<file path="config.mk">
export PLATFORM = sky130hd
export DESIGN_NAME = fswc_top
export DESIGN_NICKNAME = d
export VERILOG_FILES = /design/src/fswc_pkg.sv /design/src/fswc_top.sv /design/src/fswc_sync3.sv
export SDC_FILE = /design/constraint.sdc
export NUM_CORES = 1
export LEC_CHECK = 0
export ABC_AREA = 1
export BUFFER_PORTS_ARGS = -buffer_cell sky130_fd_sc_hd__buf_2
export CORE_ASPECT_RATIO = 0.6
export CORE_MARGIN = 2
export CORE_UTILIZATION = 45
export CTS_BUF_LIST = sky130_fd_sc_hd__clkbuf_4
export DETAILED_ROUTE_END_ITERATION = 8
export PLACE_DENSITY = 0.71
export SYNTH_ARGS = -nofsm -noshare
export SYNTH_HDL_FRONTEND = slang
export SYNTH_SLANG_ARGS = --single-unit
</file>
<file path="constraint.sdc">
create_clock -name CLK -period 2.35 [get_ports CLK]
set_input_delay 0.1175 -clock CLK [delete_from_list [all_inputs] [get_ports CLK]]
set_output_delay 0.1175 -clock CLK [all_outputs]
set_load 0.005 [all_outputs]
</file>
<file path="src/fswc_pkg.sv">
package fswc_pkg;

   // mode control register, reached at its own memory address
   localparam logic [15:0] MODE_ADDR = 16'hFFCD;
   localparam logic [7:0] MODE_RESET = 8'h08;
   localparam logic [7:0] MODE_FIXED = 8'h08;
   localparam int MODE_SEL_BIT = 0;
   localparam int MODE_SENSE_BIT = 2;
   localparam logic [7:0] REG_UNMAPPED = 8'h00;

   // function numbers carried in the C register
   localparam logic [7:0] FN_INIT = 8'h00;
   localparam logic [7:0] FN_SETENV = 8'h01;
   localparam logic [7:0] FN_INFO = 8'h02;
   localparam logic [7:0] FN_BLANK = 8'h10;
   localparam logic [7:0] FN_PREWRITE = 8'h20;
   localparam logic [7:0] FN_ERASE = 8'h30;
   localparam logic [7:0] FN_WRITE = 8'h50;
   localparam logic [7:0] FN_VERIFY = 8'h60;

   // result byte returned in the B register
   localparam int ST_PARAM_BIT = 7;
   localparam int ST_VERIFY_BIT = 4;
   localparam int ST_WRITE_BIT = 3;
   localparam int ST_BLANK_BIT = 1;

   // parameter block byte offsets from HL
   localparam logic [7:0] OFS_START_LO = 8'h02;
   localparam logic [7:0] OFS_START_HI = 8'h03;
   localparam logic [7:0] OFS_END_LO = 8'h04;
   localparam logic [7:0] OFS_END_HI = 8'h05;
   localparam logic [7:0] OFS_COUNT = 8'h06;
   localparam logic [7:0] OFS_WTIME = 8'h07;
   localparam logic [7:0] OFS_ETIME_0 = 8'h08;
   localparam logic [7:0] OFS_ETIME_1 = 8'h09;
   localparam logic [7:0] OFS_ETIME_2 = 8'h0A;
   localparam logic [7:0] OFS_BUF_LO = 8'h0E;
   localparam logic [7:0] OFS_BUF_HI = 8'h0F;
   localparam logic [7:0] OFS_BLOCKS = 8'h10;
   localparam logic [7:0] OFS_AREAS = 8'h11;
   localparam logic [7:0] INFO_LAST = 8'h03;

   // accepted write-time codes per oscillator band
   localparam logic [7:0] WT_BAND0 = 8'h20;
   localparam logic [7:0] WT_BAND1 = 8'h40;
   localparam logic [7:0] WT_BAND2 = 8'h60;
   localparam logic [7:0] WT_BAND3 = 8'h80;

   // flash byte values
   localparam logic [7:0] FL_ERASED = 8'hFF;
   localparam logic [7:0] FL_PREWRITTEN = 8'h00;

   // memory access phases
   localparam logic [2:0] PH_ISSUE = 3'h0;
   localparam logic [2:0] PH_WAIT = 3'h1;
   localparam logic [2:0] PH_DATA = 3'h2;
   localparam logic [2:0] PH_RBACK = 3'h3;
   localparam logic [2:0] PH_RWAIT = 3'h4;
   localparam logic [2:0] PH_CHECK = 3'h5;

   typedef enum logic [2:0] {
      ST_IDLE,
      ST_LOAD,
      ST_INFO,
      ST_AREA,
      ST_WRITE,
      ST_DONE
   } fswc_state_t;

endpackage

</file>
<file path="src/fswc_top.sv">
`timescale 1ns/1ps
module fswc_top #(
   parameter logic [15:0] FLASH_END_ADDR = 16'hEFFF,
   parameter logic [7:0] FLASH_BLOCKS = 8'h01,
   parameter logic [7:0] FLASH_AREAS = 8'h01
) (
   input wire logic CLK,
   input wire logic RSTN,
   input wire logic VPP_SENSE,
   input wire logic [15:0] REG_ADDR,
   input wire logic REG_WR,
   input wire logic [7:0] REG_WDATA,
   output logic [7:0] REG_RDATA,
   input wire logic CALL_REQ,
   input wire logic [7:0] CALL_FUNC,
   input wire logic [15:0] CALL_HL,
   output logic CALL_BUSY,
   output logic CALL_DONE,
   output logic [7:0] CALL_STATUS,
   output logic [15:0] RAM_ADDR,
   output logic RAM_RD,
   input wire logic [7:0] RAM_RDATA,
   output logic RAM_WR,
   output logic [7:0] RAM_WDATA,
   output logic [15:0] FL_ADDR,
   output logic FL_RD,
   input wire logic [7:0] FL_RDATA,
   output logic FL_WR,
   output logic [7:0] FL_WDATA
);

   typedef struct packed {
      fswc_pkg::fswc_state_t st;
      logic mode_sel;
      logic [7:0] rdata;
      logic [7:0] func;
      logic [15:0] hl;
      logic [2:0] ph;
      logic [7:0] idx;
      logic [15:0] addr;
      logic [15:0] sa;
      logic [15:0] ea;
      logic [7:0] cnt;
      logic [7:0] wtime;
      logic [23:0] etime;
      logic [15:0] bufp;
      logic pvalid;
      logic [7:0] dat;
      logic [7:0] status;
      logic busy;
      logic done;
      logic [15:0] ram_addr;
      logic ram_rd;
      logic ram_wr;
      logic [7:0] ram_wdata;
      logic [15:0] fl_addr;
      logic fl_rd;
      logic fl_wr;
      logic [7:0] fl_wdata;
   } fswc_regs_t;

   fswc_regs_t q;
   fswc_regs_t n;
   logic vpp;

   ////////////////////////////////////////////////////////////////
   // supply sense pin comes from outside the clock domain
   fswc_sync3 u_sense (
      .CLK(CLK),
      .RSTN(RSTN),
      .din(VPP_SENSE),
      .dout(vpp)
   );

   ////////////////////////////////////////////////////////////////
   function automatic logic [15:0] offs(input logic [15:0] base, input logic [7:0] ofs);
      offs = base + {8'h00, ofs};
   endfunction

   function automatic logic wt_ok(input logic [7:0] wt);
      wt_ok = (wt == fswc_pkg::WT_BAND0) || (wt == fswc_pkg::WT_BAND1) ||
              (wt == fswc_pkg::WT_BAND2) || (wt == fswc_pkg::WT_BAND3);
   endfunction

   // information read places end address, block and area totals
   function automatic logic [7:0] info_ofs(input logic [7:0] i);
      case (i)
         8'h00: info_ofs = fswc_pkg::OFS_END_LO;
         8'h01: info_ofs = fswc_pkg::OFS_END_HI;
         8'h02: info_ofs = fswc_pkg::OFS_BLOCKS;
         default: info_ofs = fswc_pkg::OFS_AREAS;
      endcase
   endfunction

   function automatic logic [7:0] info_byte(input logic [7:0] i);
      case (i)
         8'h00: info_byte = FLASH_END_ADDR[7:0];
         8'h01: info_byte = FLASH_END_ADDR[15:8];
         8'h02: info_byte = FLASH_BLOCKS;
         default: info_byte = FLASH_AREAS;
      endcase
   endfunction

   // parameter fields fetched by set-params, in load order
   function automatic logic [7:0] load_ofs(input logic [7:0] i);
      case (i)
         8'h00: load_ofs = fswc_pkg::OFS_START_LO;
         8'h01: load_ofs = fswc_pkg::OFS_START_HI;
         8'h02: load_ofs = fswc_pkg::OFS_END_LO;
         8'h03: load_ofs = fswc_pkg::OFS_END_HI;
         8'h04: load_ofs = fswc_pkg::OFS_COUNT;
         8'h05: load_ofs = fswc_pkg::OFS_WTIME;
         8'h06: load_ofs = fswc_pkg::OFS_ETIME_0;
         8'h07: load_ofs = fswc_pkg::OFS_ETIME_1;
         8'h08: load_ofs = fswc_pkg::OFS_ETIME_2;
         8'h09: load_ofs = fswc_pkg::OFS_BUF_LO;
         default: load_ofs = fswc_pkg::OFS_BUF_HI;
      endcase
   endfunction

   function automatic logic writes_flash(input logic [7:0] f);
      writes_flash = (f == fswc_pkg::FN_PREWRITE) || (f == fswc_pkg::FN_ERASE);
   endfunction

   function automatic logic [7:0] fill_byte(input logic [7:0] f);
      fill_byte = (f == fswc_pkg::FN_PREWRITE) ? fswc_pkg::FL_PREWRITTEN : fswc_pkg::FL_ERASED;
   endfunction

   // area result flags
   // erase that leaves a non-blank byte reports as a blank check failure
   function automatic logic [7:0] area_err(input logic [7:0] f, input logic [7:0] d);
      area_err = 8'h00;
      if (((f == fswc_pkg::FN_BLANK) || (f == fswc_pkg::FN_ERASE)) && (d != fswc_pkg::FL_ERASED)) begin
         area_err[fswc_pkg::ST_BLANK_BIT] = 1'b1;
      end
      if ((f == fswc_pkg::FN_PREWRITE) && (d != fswc_pkg::FL_PREWRITTEN)) begin
         area_err[fswc_pkg::ST_WRITE_BIT] = 1'b1;
      end
   endfunction

   // supply gate
   // a low sense bit means no erase/write voltage, so a write, prewrite or erase call is refused
   function automatic logic [7:0] refuse(input logic pv, input logic range_ok, input logic supply_ok);
      refuse = 8'h00;
      if (!pv || !range_ok) begin
         refuse[fswc_pkg::ST_PARAM_BIT] = 1'b1;
      end else if (!supply_ok) begin
         refuse[fswc_pkg::ST_WRITE_BIT] = 1'b1;
      end
   endfunction

   ////////////////////////////////////////////////////////////////
   always_comb begin
      n = q;
      n.ram_rd = 1'b0;
      n.ram_wr = 1'b0;
      n.fl_rd = 1'b0;
      n.fl_wr = 1'b0;
      n.done = 1'b0;
      // only the select bit is stored; other written bits are dropped
      if (REG_WR && (REG_ADDR == fswc_pkg::MODE_ADDR)) begin
         n.mode_sel = REG_WDATA[fswc_pkg::MODE_SEL_BIT];
      end
      // sense bit view
      // fixed bits always read as the only legal pattern
      n.rdata = fswc_pkg::REG_UNMAPPED;
      if (REG_ADDR == fswc_pkg::MODE_ADDR) begin
         n.rdata = fswc_pkg::MODE_FIXED;
         n.rdata[fswc_pkg::MODE_SEL_BIT] = q.mode_sel;
         n.rdata[fswc_pkg::MODE_SENSE_BIT] = vpp;
      end
      case (q.st)
         fswc_pkg::ST_IDLE: begin
            if (CALL_REQ) begin
               n.func = CALL_FUNC;
               n.hl = CALL_HL;
               n.busy = 1'b1;
               n.status = 8'h00;
               n.idx = 8'h00;
               n.addr = q.sa;
               n.ph = fswc_pkg::PH_ISSUE;
               n.st = fswc_pkg::ST_DONE;
               // normal mode refuses
               // a call outside self-write mode ends at once, flash untouched
               if (!q.mode_sel) begin
                  n.status[fswc_pkg::ST_PARAM_BIT] = 1'b1;
               end else begin
                  case (CALL_FUNC)
                     fswc_pkg::FN_INIT: begin
                        n.pvalid = 1'b0;
                     end
                     fswc_pkg::FN_SETENV: begin
                        n.st = fswc_pkg::ST_LOAD;
                     end
                     fswc_pkg::FN_INFO: begin
                        n.st = fswc_pkg::ST_INFO;
                     end
                     fswc_pkg::FN_WRITE: begin
                        n.status = refuse(q.pvalid, 1'b1, vpp);
                        if (n.status == 8'h00) begin
                           n.st = fswc_pkg::ST_WRITE;
                        end
                     end
                     fswc_pkg::FN_BLANK, fswc_pkg::FN_PREWRITE, fswc_pkg::FN_ERASE, fswc_pkg::FN_VERIFY: begin
                        n.status = refuse(q.pvalid, q.ea >= q.sa, vpp || !writes_flash(CALL_FUNC));
                        if (n.status == 8'h00) begin
                           n.st = fswc_pkg::ST_AREA;
                        end
                     end
                     default: begin
                        n.status[fswc_pkg::ST_PARAM_BIT] = 1'b1;
                     end
                  endcase
               end
            end
         end
         fswc_pkg::ST_LOAD: begin
            case (q.ph)
               fswc_pkg::PH_ISSUE: begin
                  n.ram_addr = offs(q.hl, load_ofs(q.idx));
                  n.ram_rd = 1'b1;
                  n.ph = fswc_pkg::PH_WAIT;
               end
               fswc_pkg::PH_WAIT: begin
                  case (q.idx)
                     8'h00: n.sa[7:0] = RAM_RDATA;
                     8'h01: n.sa[15:8] = RAM_RDATA;
                     8'h02: n.ea[7:0] = RAM_RDATA;
                     8'h03: n.ea[15:8] = RAM_RDATA;
                     8'h04: n.cnt = RAM_RDATA;
                     8'h05: n.wtime = RAM_RDATA;
                     8'h06: n.etime[7:0] = RAM_RDATA;
                     8'h07: n.etime[15:8] = RAM_RDATA;
                     8'h08: n.etime[23:16] = RAM_RDATA;
                     8'h09: n.bufp[7:0] = RAM_RDATA;
                     default: n.bufp[15:8] = RAM_RDATA;
                  endcase
                  n.ph = fswc_pkg::PH_CHECK;
               end
               default: begin
                  n.ph = fswc_pkg::PH_ISSUE;
                  n.idx = q.idx + 8'h01;
                  // a bad write-time code or zero erase time blocks later write and area calls
                  if (load_ofs(q.idx) == fswc_pkg::OFS_BUF_HI) begin
                     n.pvalid = wt_ok(q.wtime) && (q.etime != 24'h000000);
                     n.status[fswc_pkg::ST_PARAM_BIT] = !n.pvalid;
                     n.st = fswc_pkg::ST_DONE;
                  end
               end
            endcase
         end
         fswc_pkg::ST_INFO: begin
            if (q.ph == fswc_pkg::PH_ISSUE) begin
               n.ram_addr = offs(q.hl, info_ofs(q.idx));
               n.ram_wdata = info_byte(q.idx);
               n.ram_wr = 1'b1;
               n.ph = fswc_pkg::PH_CHECK;
            end else begin
               n.ph = fswc_pkg::PH_ISSUE;
               n.idx = q.idx + 8'h01;
               if (q.idx == fswc_pkg::INFO_LAST) begin
                  n.st = fswc_pkg::ST_DONE;
               end
            end
         end
         fswc_pkg::ST_WRITE: begin
            case (q.ph)
               fswc_pkg::PH_ISSUE: begin
                  n.ram_addr = offs(q.bufp, q.idx);
                  n.ram_rd = 1'b1;
                  n.ph = fswc_pkg::PH_WAIT;
               end
               fswc_pkg::PH_WAIT: begin
                  n.dat = RAM_RDATA;
                  n.ph = fswc_pkg::PH_DATA;
               end
               fswc_pkg::PH_DATA: begin
                  n.fl_addr = offs(q.sa, q.idx);
                  n.fl_wdata = q.dat;
                  n.fl_wr = q.mode_sel;
                  n.ph = fswc_pkg::PH_RBACK;
               end
               fswc_pkg::PH_RBACK: begin
                  n.fl_rd = 1'b1;
                  n.ph = fswc_pkg::PH_RWAIT;
               end
               fswc_pkg::PH_RWAIT: begin
                  if (FL_RDATA != q.dat) begin
                     n.status[fswc_pkg::ST_WRITE_BIT] = 1'b1;
                  end
                  n.ph = fswc_pkg::PH_CHECK;
               end
               default: begin
                  n.ph = fswc_pkg::PH_ISSUE;
                  n.idx = q.idx + 8'h01;
                  // count of 1 to 256
                  // a count of zero wraps round to a full 256-byte buffer
                  if (q.idx == (q.cnt - 8'h01)) begin
                     n.st = fswc_pkg::ST_DONE;
                  end
               end
            endcase
         end
         fswc_pkg::ST_AREA: begin
            case (q.ph)
               fswc_pkg::PH_ISSUE: begin
                  n.fl_addr = q.addr;
                  n.fl_wdata = fill_byte(q.func);
                  n.fl_wr = q.mode_sel && writes_flash(q.func);
                  n.ph = fswc_pkg::PH_RBACK;
               end
               fswc_pkg::PH_RBACK: begin
                  n.fl_rd = 1'b1;
                  n.ph = fswc_pkg::PH_RWAIT;
               end
               fswc_pkg::PH_RWAIT: begin
                  n.dat = FL_RDATA;
                  n.ph = (q.func == fswc_pkg::FN_VERIFY) ? fswc_pkg::PH_WAIT : fswc_pkg::PH_CHECK;
               end
               fswc_pkg::PH_WAIT: begin
                  n.fl_rd = 1'b1;
                  n.ph = fswc_pkg::PH_DATA;
               end
               fswc_pkg::PH_DATA: begin
                  // verify reads each byte twice; a byte that drifts fails
                  if (FL_RDATA != q.dat) begin
                     n.status[fswc_pkg::ST_VERIFY_BIT] = 1'b1;
                  end
                  n.ph = fswc_pkg::PH_CHECK;
               end
               default: begin
                  n.status = q.status | area_err(q.func, q.dat);
                  n.ph = fswc_pkg::PH_ISSUE;
                  n.addr = q.addr + 16'h0001;
                  if (q.addr == q.ea) begin
                     n.st = fswc_pkg::ST_DONE;
                  end
               end
            endcase
         end
         fswc_pkg::ST_DONE: begin
            n.done = 1'b1;
            n.busy = 1'b0;
            n.st = fswc_pkg::ST_IDLE;
         end
         default: begin
            n.st = fswc_pkg::ST_IDLE;
         end
      endcase
   end

   // reset state
   // all-zero state is idle and normal mode; the register reads 08H
   always_ff @(posedge CLK) begin
      if (!RSTN) begin
         q <= '0;
      end else begin
         q <= n;
      end
   end

   assign REG_RDATA = q.rdata;
   assign CALL_BUSY = q.busy;
   assign CALL_DONE = q.done;
   assign CALL_STATUS = q.status;
   assign RAM_ADDR = q.ram_addr;
   assign RAM_RD = q.ram_rd;
   assign RAM_WR = q.ram_wr;
   assign RAM_WDATA = q.ram_wdata;
   assign FL_ADDR = q.fl_addr;
   assign FL_RD = q.fl_rd;
   assign FL_WR = q.fl_wr;
   assign FL_WDATA = q.fl_wdata;

endmodule

</file>
<file path="src/fswc_sync3.sv">
`timescale 1ns/1ps
module fswc_sync3 (
   input wire logic CLK,
   input wire logic RSTN,
   input wire logic din,
   output logic dout
);

   typedef struct packed {
      logic s1;
      logic s2;
      logic s3;
      logic lvl;
   } fswc_sync_t;

   fswc_sync_t q;
   fswc_sync_t n;

   ////////////////////////////////////////////////////////////////
   // three stages; level moves only once stages two and three agree
   always_comb begin
      n = q;
      n.s1 = din;
      n.s2 = q.s1;
      n.s3 = q.s2;
      if (q.s2 == q.s3) begin
         n.lvl = q.s3;
      end
   end

   always_ff @(posedge CLK) begin
      if (!RSTN) begin
         q <= '0;
      end else begin
         q <= n;
      end
   end

   assign dout = q.lvl;

endmodule

</file>
==> results of run 1 <==
-- per-stage QoR --
stage               TNS (ns)  std cells  setup WS (ns)
floorplan           -0.07607       1884       -0.04570
global placement      -1.064       2331        -0.1582
detailed placement    -3.848       2331        -0.3339
CTS                 -0.04482       2513       -0.04482
global route          -2.405       2521        -0.2793
finish               -0.9574       2521        -0.1352
-- per-layer routing --
layer  global-route usage (%)  up-vias
li1                         -     6646
met1                    43.62     6416
met2                    39.39      798
met3                    9.406       70
met4                    6.823        0
met5                        0        -
-- cell families after synthesis --
| kind of cell | share of synthesized area (%) |
|---|---|
| xor gates and xnor gates | 1.665 |
| AOI/OAI and AO/OA | 19.40 |
| adders and majority gates | 5.234 |
| buffers and inverters | 12.66 |
| DFF | 34.26 |
| other | 0.02971 |
| and+or+nand+nor | 26.75 |
-- placed cells by master, fill, tap and decap left out, types with 4 or more instances in the layout --
master | synthesis | layout
nand2_1 | 350 | 327
dfxtp_1 | 216 | 206
nor2_1 | 211 | 201
inv_1 | 204 | 193
o21ai_0 | 209 | 188
a21oi_1 | 188 | 170
buf_2 | 16 | 121
buf_4 | 66 | 103
nand3_1 | 102 | 97
clkbuf_4 | 0 | 73
dlygate4sd3_1 | 0 | 69
ha_1 | 48 | 37
nand4_1 | 28 | 28
nand2_2 | 7 | 23
nor3_1 | 25 | 22
o21ai_1 | 6 | 20
a31oi_1 | 19 | 19
a21oi_2 | 0 | 17
inv_2 | 13 | 16
clkinv_1 | 1 | 14
nor4_1 | 13 | 13
o211ai_1 | 12 | 12
xor2_1 | 12 | 12
xnor2_1 | 12 | 12
inv_4 | 2 | 11
nor2_2 | 7 | 11
nor2_4 | 3 | 9
nand2_4 | 2 | 9
ha_4 | 0 | 9
conb_1 | 1 | 9
buf_6 | 2 | 9
nand3_2 | 3 | 8
o21ai_2 | 0 | 7
nor3_4 | 3 | 6
dfxtp_2 | 0 | 6
a211oi_1 | 4 | 4
clkinv_2 | 0 | 4
dfxtp_4 | 0 | 4
-- cell type report --
cell class / instances / area (um^2)
Clock buffer: 73 / 548.0
Fill cell: 2594 / 11850
Timing Repair inverter: 1 / 7.507
Timing Repair Buffer: 304 / 2211
Inverter: 220 / 853.3
Sequential cell: 216 / 4347
Antenna cell: 1 / 2.502
Clock inverter: 20 / 132.6
Tap cell: 367 / 459.2
Multi-Input combinational cell: 1319 / 7167
-- path summary, 6_finish.rpt --
| kind | cells past startpoint | slack [ns] | from | endpoint |
|---|---|---|---|---|
| max reg2reg | 19 | -0.14 | q[175] | RAM_ADDR[15] |
| min reg2reg | 2 | 0.44 | u_sense.n[1] | u_sense.q[1] |
| min | 4 | 0.25 | CALL_FUNC[3] | q[205] |
| max | 19 | -0.14 | q[175] | RAM_ADDR[15] |
-- flip-flops by register name, indices dropped and copies added, names as in the netlist, 2 cells and up, named ones only --
register / count
q: 152
FL_ADDR: 16
RAM_ADDR: 16
FL_WDATA: 8
CALL_STATUS: 4
RAM_WDATA: 3
REG_RDATA: 3
u_sense.n: 2
-- worst max-delay path, cell delays in order, from the launching register on --
cell and delay, ns:
dfxtp_4 0.40, inv_4 0.05, ha_4 0.17, inv_4 0.07
nor2_4 0.04, nand2_2 0.09, nand2_4 0.08, buf_6 0.12
ha_4 0.29, nand2_2 0.07, o21ai_2 0.19, nand3_1 0.09
o21ai_1 0.08, buf_4 0.19, nand2_4 0.06, o21ai_2 0.14
nand3_1 0.09, nand2_1 0.07, nor2_1 0.05, nor2_1 0.09
-- power by group through the flow --
| stage | Clock [W] | Combinational [W] | Sequential [W] |
|---|---|---|---|
| detailed placement | 0 | 0.00468 | 0.00472 |
| finish | 0.00328 | 0.00564 | 0.00471 |
| global route | 0.00352 | 0.00610 | 0.00476 |
| global placement | 0 | 0.00461 | 0.00472 |
| CTS | 0.00332 | 0.00514 | 0.00467 |
| floorplan | 0 | 0.00315 | 0.00458 |
-- repair_timing --
item                                    4_1_cts  5_1_grt
pin swaps                                    22       34
endpoints found under the setup margin       29       36
gates cloned                                  0        1
setup buffers                                21        9
endpoints found under the hold margin       152        0
hold buffers                                 69        0
resized for setup                            68       86
==> results.ini, run 1 <==
[floorplanning]
dieArea_mm2 = 0.02945
ios = 139
fp.dieW_um = 220.2
core_area_mm2 = 0.02758
num_rows = 47
start_util_pct = 45.77
die_y_um = 133.7

[global_routing]
antenna_found_initial = 1
grt_pass1_vias = 12560
grt_overflow_total = 0
grt_max_degree = 104
grt_pass1_wl_um = 67370
grt_use_total_pct = 29.01

[logic_synthesis]
ys_seq_area_share_pct = 34.26
synth-edff-count = 0
ys_warn_count = 0
synth.distinct_cells = 55
synth.area.top_cells = dfxtp_1 34%, nand2_1 10%, o21ai_0 8.3%
ys_ff_latch = 216
synth_top_area_share_pct = 34.26
syn_area_mm2 = 0.01262
synth_cells = 1876
synth_most_common_cell = nand2_1
synth_top_area_cell = dfxtp_1
ys_top_cells_by_count = 350 x nand2_1, 216 x dfxtp_1, 211 x nor2_1
postSynthAreaPerCell_um2 = 6.728
async_flop_share_pct = 0
ys.flop_type = dfxtp_1

[layout]
drive_above_1_share_pct = 21.55
final_core_utilization_pct = 57.02
final_cell_area_mm2 = 0.01573
final_nets = 2235
area_delta_synth_final_pct = 24.60

[cts]
cts_buffers = 53
htree_num_levels = 2
cts_tree = yes
clock-root-buffer = clkbuf_4
clk_pin_slew_worst_paths_ns = 0.07
clk_latency_ns = 0.73
cts_max_path_buffers = 3
clock-sinks = 216

[power_and_ir_drop]
p_leak_nw = 7.129
pwr-share-comb_pct = 41.4
ir_worst_vdd_mv = 0.6101
p_sw_share_pct = 41.21
p_clk_share_pct = 24.0
p_total_w = 0.01363
pwr_density_cell_mw_per_mm2 = 866.7
p_switching_w = 0.005618
p_int_w = 0.008014
seqPwrFrac_pct = 34.6

[routing]
vias_per_cell = 5.526
drtPass1Iterations = 5
wl_met1_um = 20520
wirelength_um = 44250
dr_wl_met2_um = 17420
drc = 0
top_layer = met4
ant_nets = 0
wire_per_inst_um = 17.55
wl_met3_um = 5620
first_iter_violations = 1675
vias = 13930

[timing]
period_share_pct = 105.8
fin_skew_ns = 0.05741
slew_headroom_pct = 58.52
hold_viol_final = 0
fmax_mhz = 402.4
worst_pin_slew_ns = 0.6204
setup_ws_ns = -0.1352
drv_slew = 0
rsz0062_at_grt = true
period_needed_ns = 2.485
hold_slack_ns = 0.2524
setup_viol = 12

[place]
routabilityCongestion = 1.034
hpwl_um = 31330
dpl_cell_area_mm2 = 0.01365
portBuffers = 122

[min_path]
min_path_type = input pin to flip-flop

[worst_setup_path]
path_max_fanout = 7
criticalPathCategory = flip-flop to flip-flop
start_kind = flip-flop
required_ns = 2.98
endpoint_kind = flip-flop
critPathArrivalTime_ns = 3.11

[status]
run_status = complete, but fails checks
failed_checks = negative setup slack

[run]
maxCapViolCount = 0

Note: power is estimated with default switching activity, not from simulation.
==> inputs of run 2 (changes only) <==
- SYNTH_HIERARCHICAL: unset -> 1
==> run 2 against run 1 <==
Count of clock-buffer cells in the layout decreased by 7. First-iteration DRC count decreased by 11%. Maximum frequency increased by 2.8%. Utilization decreased by 0.94 points. The flow still finishes with violations (negative setup slack). Via count decreased by 2.3%. Largest power group unchanged.
==> results.ini, run 2 <==
[status]
run_status = complete, but fails checks
failed_checks = negative setup slack

[layout]
fillCellCount = 2707
final_cell_mix = 333 x nand2_1, 212 x inv_1, 206 x dfxtp_1
layout_commonest_cell = nand2_1
final_core_utilization_pct = 56.08
top_register = q
final_nets = 2254
instances_no_fill = 2536
largest_reg_flops = 152
drive_above_1_share_pct = 20.02
area_delta_synth_final_pct = 21.76

[power_and_ir_drop]
p_switching_w = 0.005740
seqPwrFrac_pct = 34.9
p_clk_share_pct = 22.4
p_leak_nw = 6.973
pwr_density_cell_mw_per_mm2 = 887.9
p_sw_share_pct = 41.62
p_int_w = 0.008052
pwr-share-comb_pct = 42.7
ir_worst_vdd_mv = 0.4188

[routing]
drc = 0
vias = 13612
vias_per_cell = 5.368
drtPass1Iterations = 5
wire_per_inst_um = 16.80
ant_nets = 0
first_iter_violations = 1493
wirelength_um = 42590

[logic_synthesis]
synth_cells = 1909
synth.area.top_cells = dfxtp_1 34%, nand2_1 10%, o21ai_0 8.0%
ys.flop_type = dfxtp_1
syn_area_mm2 = 0.01276
async_flop_share_pct = 0
postSynthAreaPerCell_um2 = 6.683
synth_most_common_cell = nand2_1
ys_ff_latch = 216
synth.distinct_cells = 53
synth-edff-count = 0
synth_top_area_share_pct = 33.90
ys_warn_count = 6
ys_top_cells_by_count = 347 x nand2_1, 228 x inv_1, 216 x dfxtp_1
ys_seq_area_share_pct = 33.90
synth_top_area_cell = dfxtp_1

[floorplanning]
start_util_pct = 46.06
fp.dieW_um = 221.4
num_rows = 47
die_y_um = 134.4
ios = 139
dieArea_mm2 = 0.02976
core_area_mm2 = 0.02770

[worst_setup_path]
start_kind = flip-flop
cp_top_family = simple AND/OR/NAND/NOR gates
startpoint = q[176]
cp.buffers_inverters = 6
critPathArrivalTime_ns = 3.06
rrSetupSlack_ns = -0.07
endpoint_kind = flip-flop
path_max_fanout = 5
cp.depth = 20
crit_chain = inv_4 > ha_4 > inv_4 > nor2_4 > nand2_2 > inv_2 > nor2_4 > inv_2 > nand2_2 > ha_4 > nand2_4 > inv_2 > nand4_1 > nand3b_1 > buf_6 > nand4_1 > nand3_1 > nand3_1 > nor2_1 > nor2_1
r2r_start = q[176]
reg2reg_to = RAM_ADDR[12]
criticalPathCategory = flip-flop to flip-flop
crit_path_end = RAM_ADDR[12]
slowest_delay_ns = 0.37
r2r_cells = 20
required_ns = 2.99
crit_top_cell = inv_2
cpMaxStageDelayCell = dfxtp_4

[timing]
fmax_mhz = 413.5
period_share_pct = 102.9
setup_ws_ns = -0.06857
drv_slew = 0
hold_viol_final = 0
rsz0062_at_grt = true
fin_skew_ns = 0.04645
period_needed_ns = 2.419
slew_headroom_pct = 36.45
worst_pin_slew_ns = 0.9459
setup_viol = 9

[cts]
clk_latency_ns = 0.75
cts_max_path_buffers = 3
cts_tree = yes
clock-root-buffer = clkbuf_4
cts_buffers = 53
clock-sinks = 216
clk_pin_slew_worst_paths_ns = 0.07
htree_num_levels = 2

[run]
maxCapViolCount = 0

[place]
portBuffers = 122
hpwl_um = 31170
routabilityCongestion = 0.9461
dp.cells = 2381

[global_routing]
grt_overflow_total = 0
grt_max_degree = 59
grt_pass1_wl_um = 65940
grt_pass1_vias = 12425
antenna_found_initial = 1
grt_use_total_pct = 27.85

[min_path]
min_path_type = input pin to flip-flop

[run 2: cell types whose count changed in the layout (fill, tap and decap cells not counted), sizes merged, moves of 4 or more]
cell         delta
nand4           +4
dlygate4sd3    -16
o21ai           -7
clkbuf          -7
inv            +16
clkinv          +5
nand3          +16
nor3            +8
nand2           -9
buf             +6
a221oi          +5
or2             +4
[run 2: cell type report]
type                       instances  area [um^2]  share of cell area (%)
sequential                       216         4342                   27.95
tap                              367        459.2                   2.956
multi-input combinational       1332         7137                   45.94
clock buffer                      66        495.5                   3.190
timing repair buffer             294         2074                   13.35
inverter                         237        902.1                   5.808
antenna                            1        2.502                 0.01611
clock inverter                    23        121.4                  0.7813
[run 2: power by group through the flow]
stage	clock network, W	registers (W)	logic [W]
after detailed placement	0	0.00482	0.00518
after global routing	0.00332	0.00486	0.00644
after global placement	0	0.00481	0.00511
after floorplan	0	0.00467	0.00344
after CTS	0.00314	0.00476	0.00542
final	0.00309	0.00481	0.00590
[run 2: worst min path at each step]
| stage | from | end | cells after the start |
|---|---|---|---|
| 2_1_floorplan | RSTN | u_sense/n[2] | 2 |
| 3_3_place_gp | VPP_SENSE | u_sense/n[2] | 3 |
| 3_5_place_dp | VPP_SENSE | u_sense/n[2] | 3 |
| 4_1_cts | VPP_SENSE | u_sense/n[2] | 4 |
| 5_1_grt | VPP_SENSE | u_sense/n[2] | 4 |
| 6_report | VPP_SENSE | u_sense/n[2] | 4 |
[run 2: worst min-delay path, cell delays in order]
cell           delay, ns
dlygate4sd3_1       0.52
buf_2               0.10
nand2_1             0.04
inv_1               0.05
[run 2: layer usage]
metal  vias to the layer above  wire length, um  global-route usage (%)
met4                         0              694                   7.122
met1                      6213            20010                   41.06
met2                       600            16800                   38.49
met3                        64             5089                   9.091
met5                         -                0                       0
li1                       6735                -                       -
[run 2: what timing repair did]
action | in CTS | in global routing
pin swaps | 12 | 29
hold endpoints to repair | 144 | 0
gates resized for setup | 35 | 73
endpoints found under the setup margin | 15 | 61
setup buffers | 2 | 9
cloned | 1 | 0
hold buffers | 53 | 0
[run 2: kinds of logic after synthesis]
| group | share of synthesized area (%) |
|---|---|
| adders and majority gates | 5.179 |
| other | 0.02940 |
| AOI/OAI and AO/OA | 19.09 |
| and+or+nand+nor | 27.20 |
| DFF | 33.90 |
| xor gates and xnor gates | 1.648 |
| buffers and inverters | 12.97 |
[run 2: stage by stage]
| step | worst slack, ns | cell area (um^2) | TNS, ns | power [W] | hold slack (ns) |
|---|---|---|---|---|---|
| after global routing | -0.1796 | 15530 | -1.782 | 0.01462 | 0.1355 |
| after detailed placement | -0.1871 | 13940 | -1.409 | 0.01000 | 0.3234 |
| after CTS | -0.03982 | 15200 | -0.09805 | 0.01332 | 0.08795 |
| after floorplan | 0.003252 | 12800 | 0 | 0.008110 | 0.2110 |
| after global placement | -0.1247 | 13940 | -0.6708 | 0.009919 | 0.3046 |
| final | -0.06857 | 15530 | -0.2669 | 0.01379 | 0.1423 |
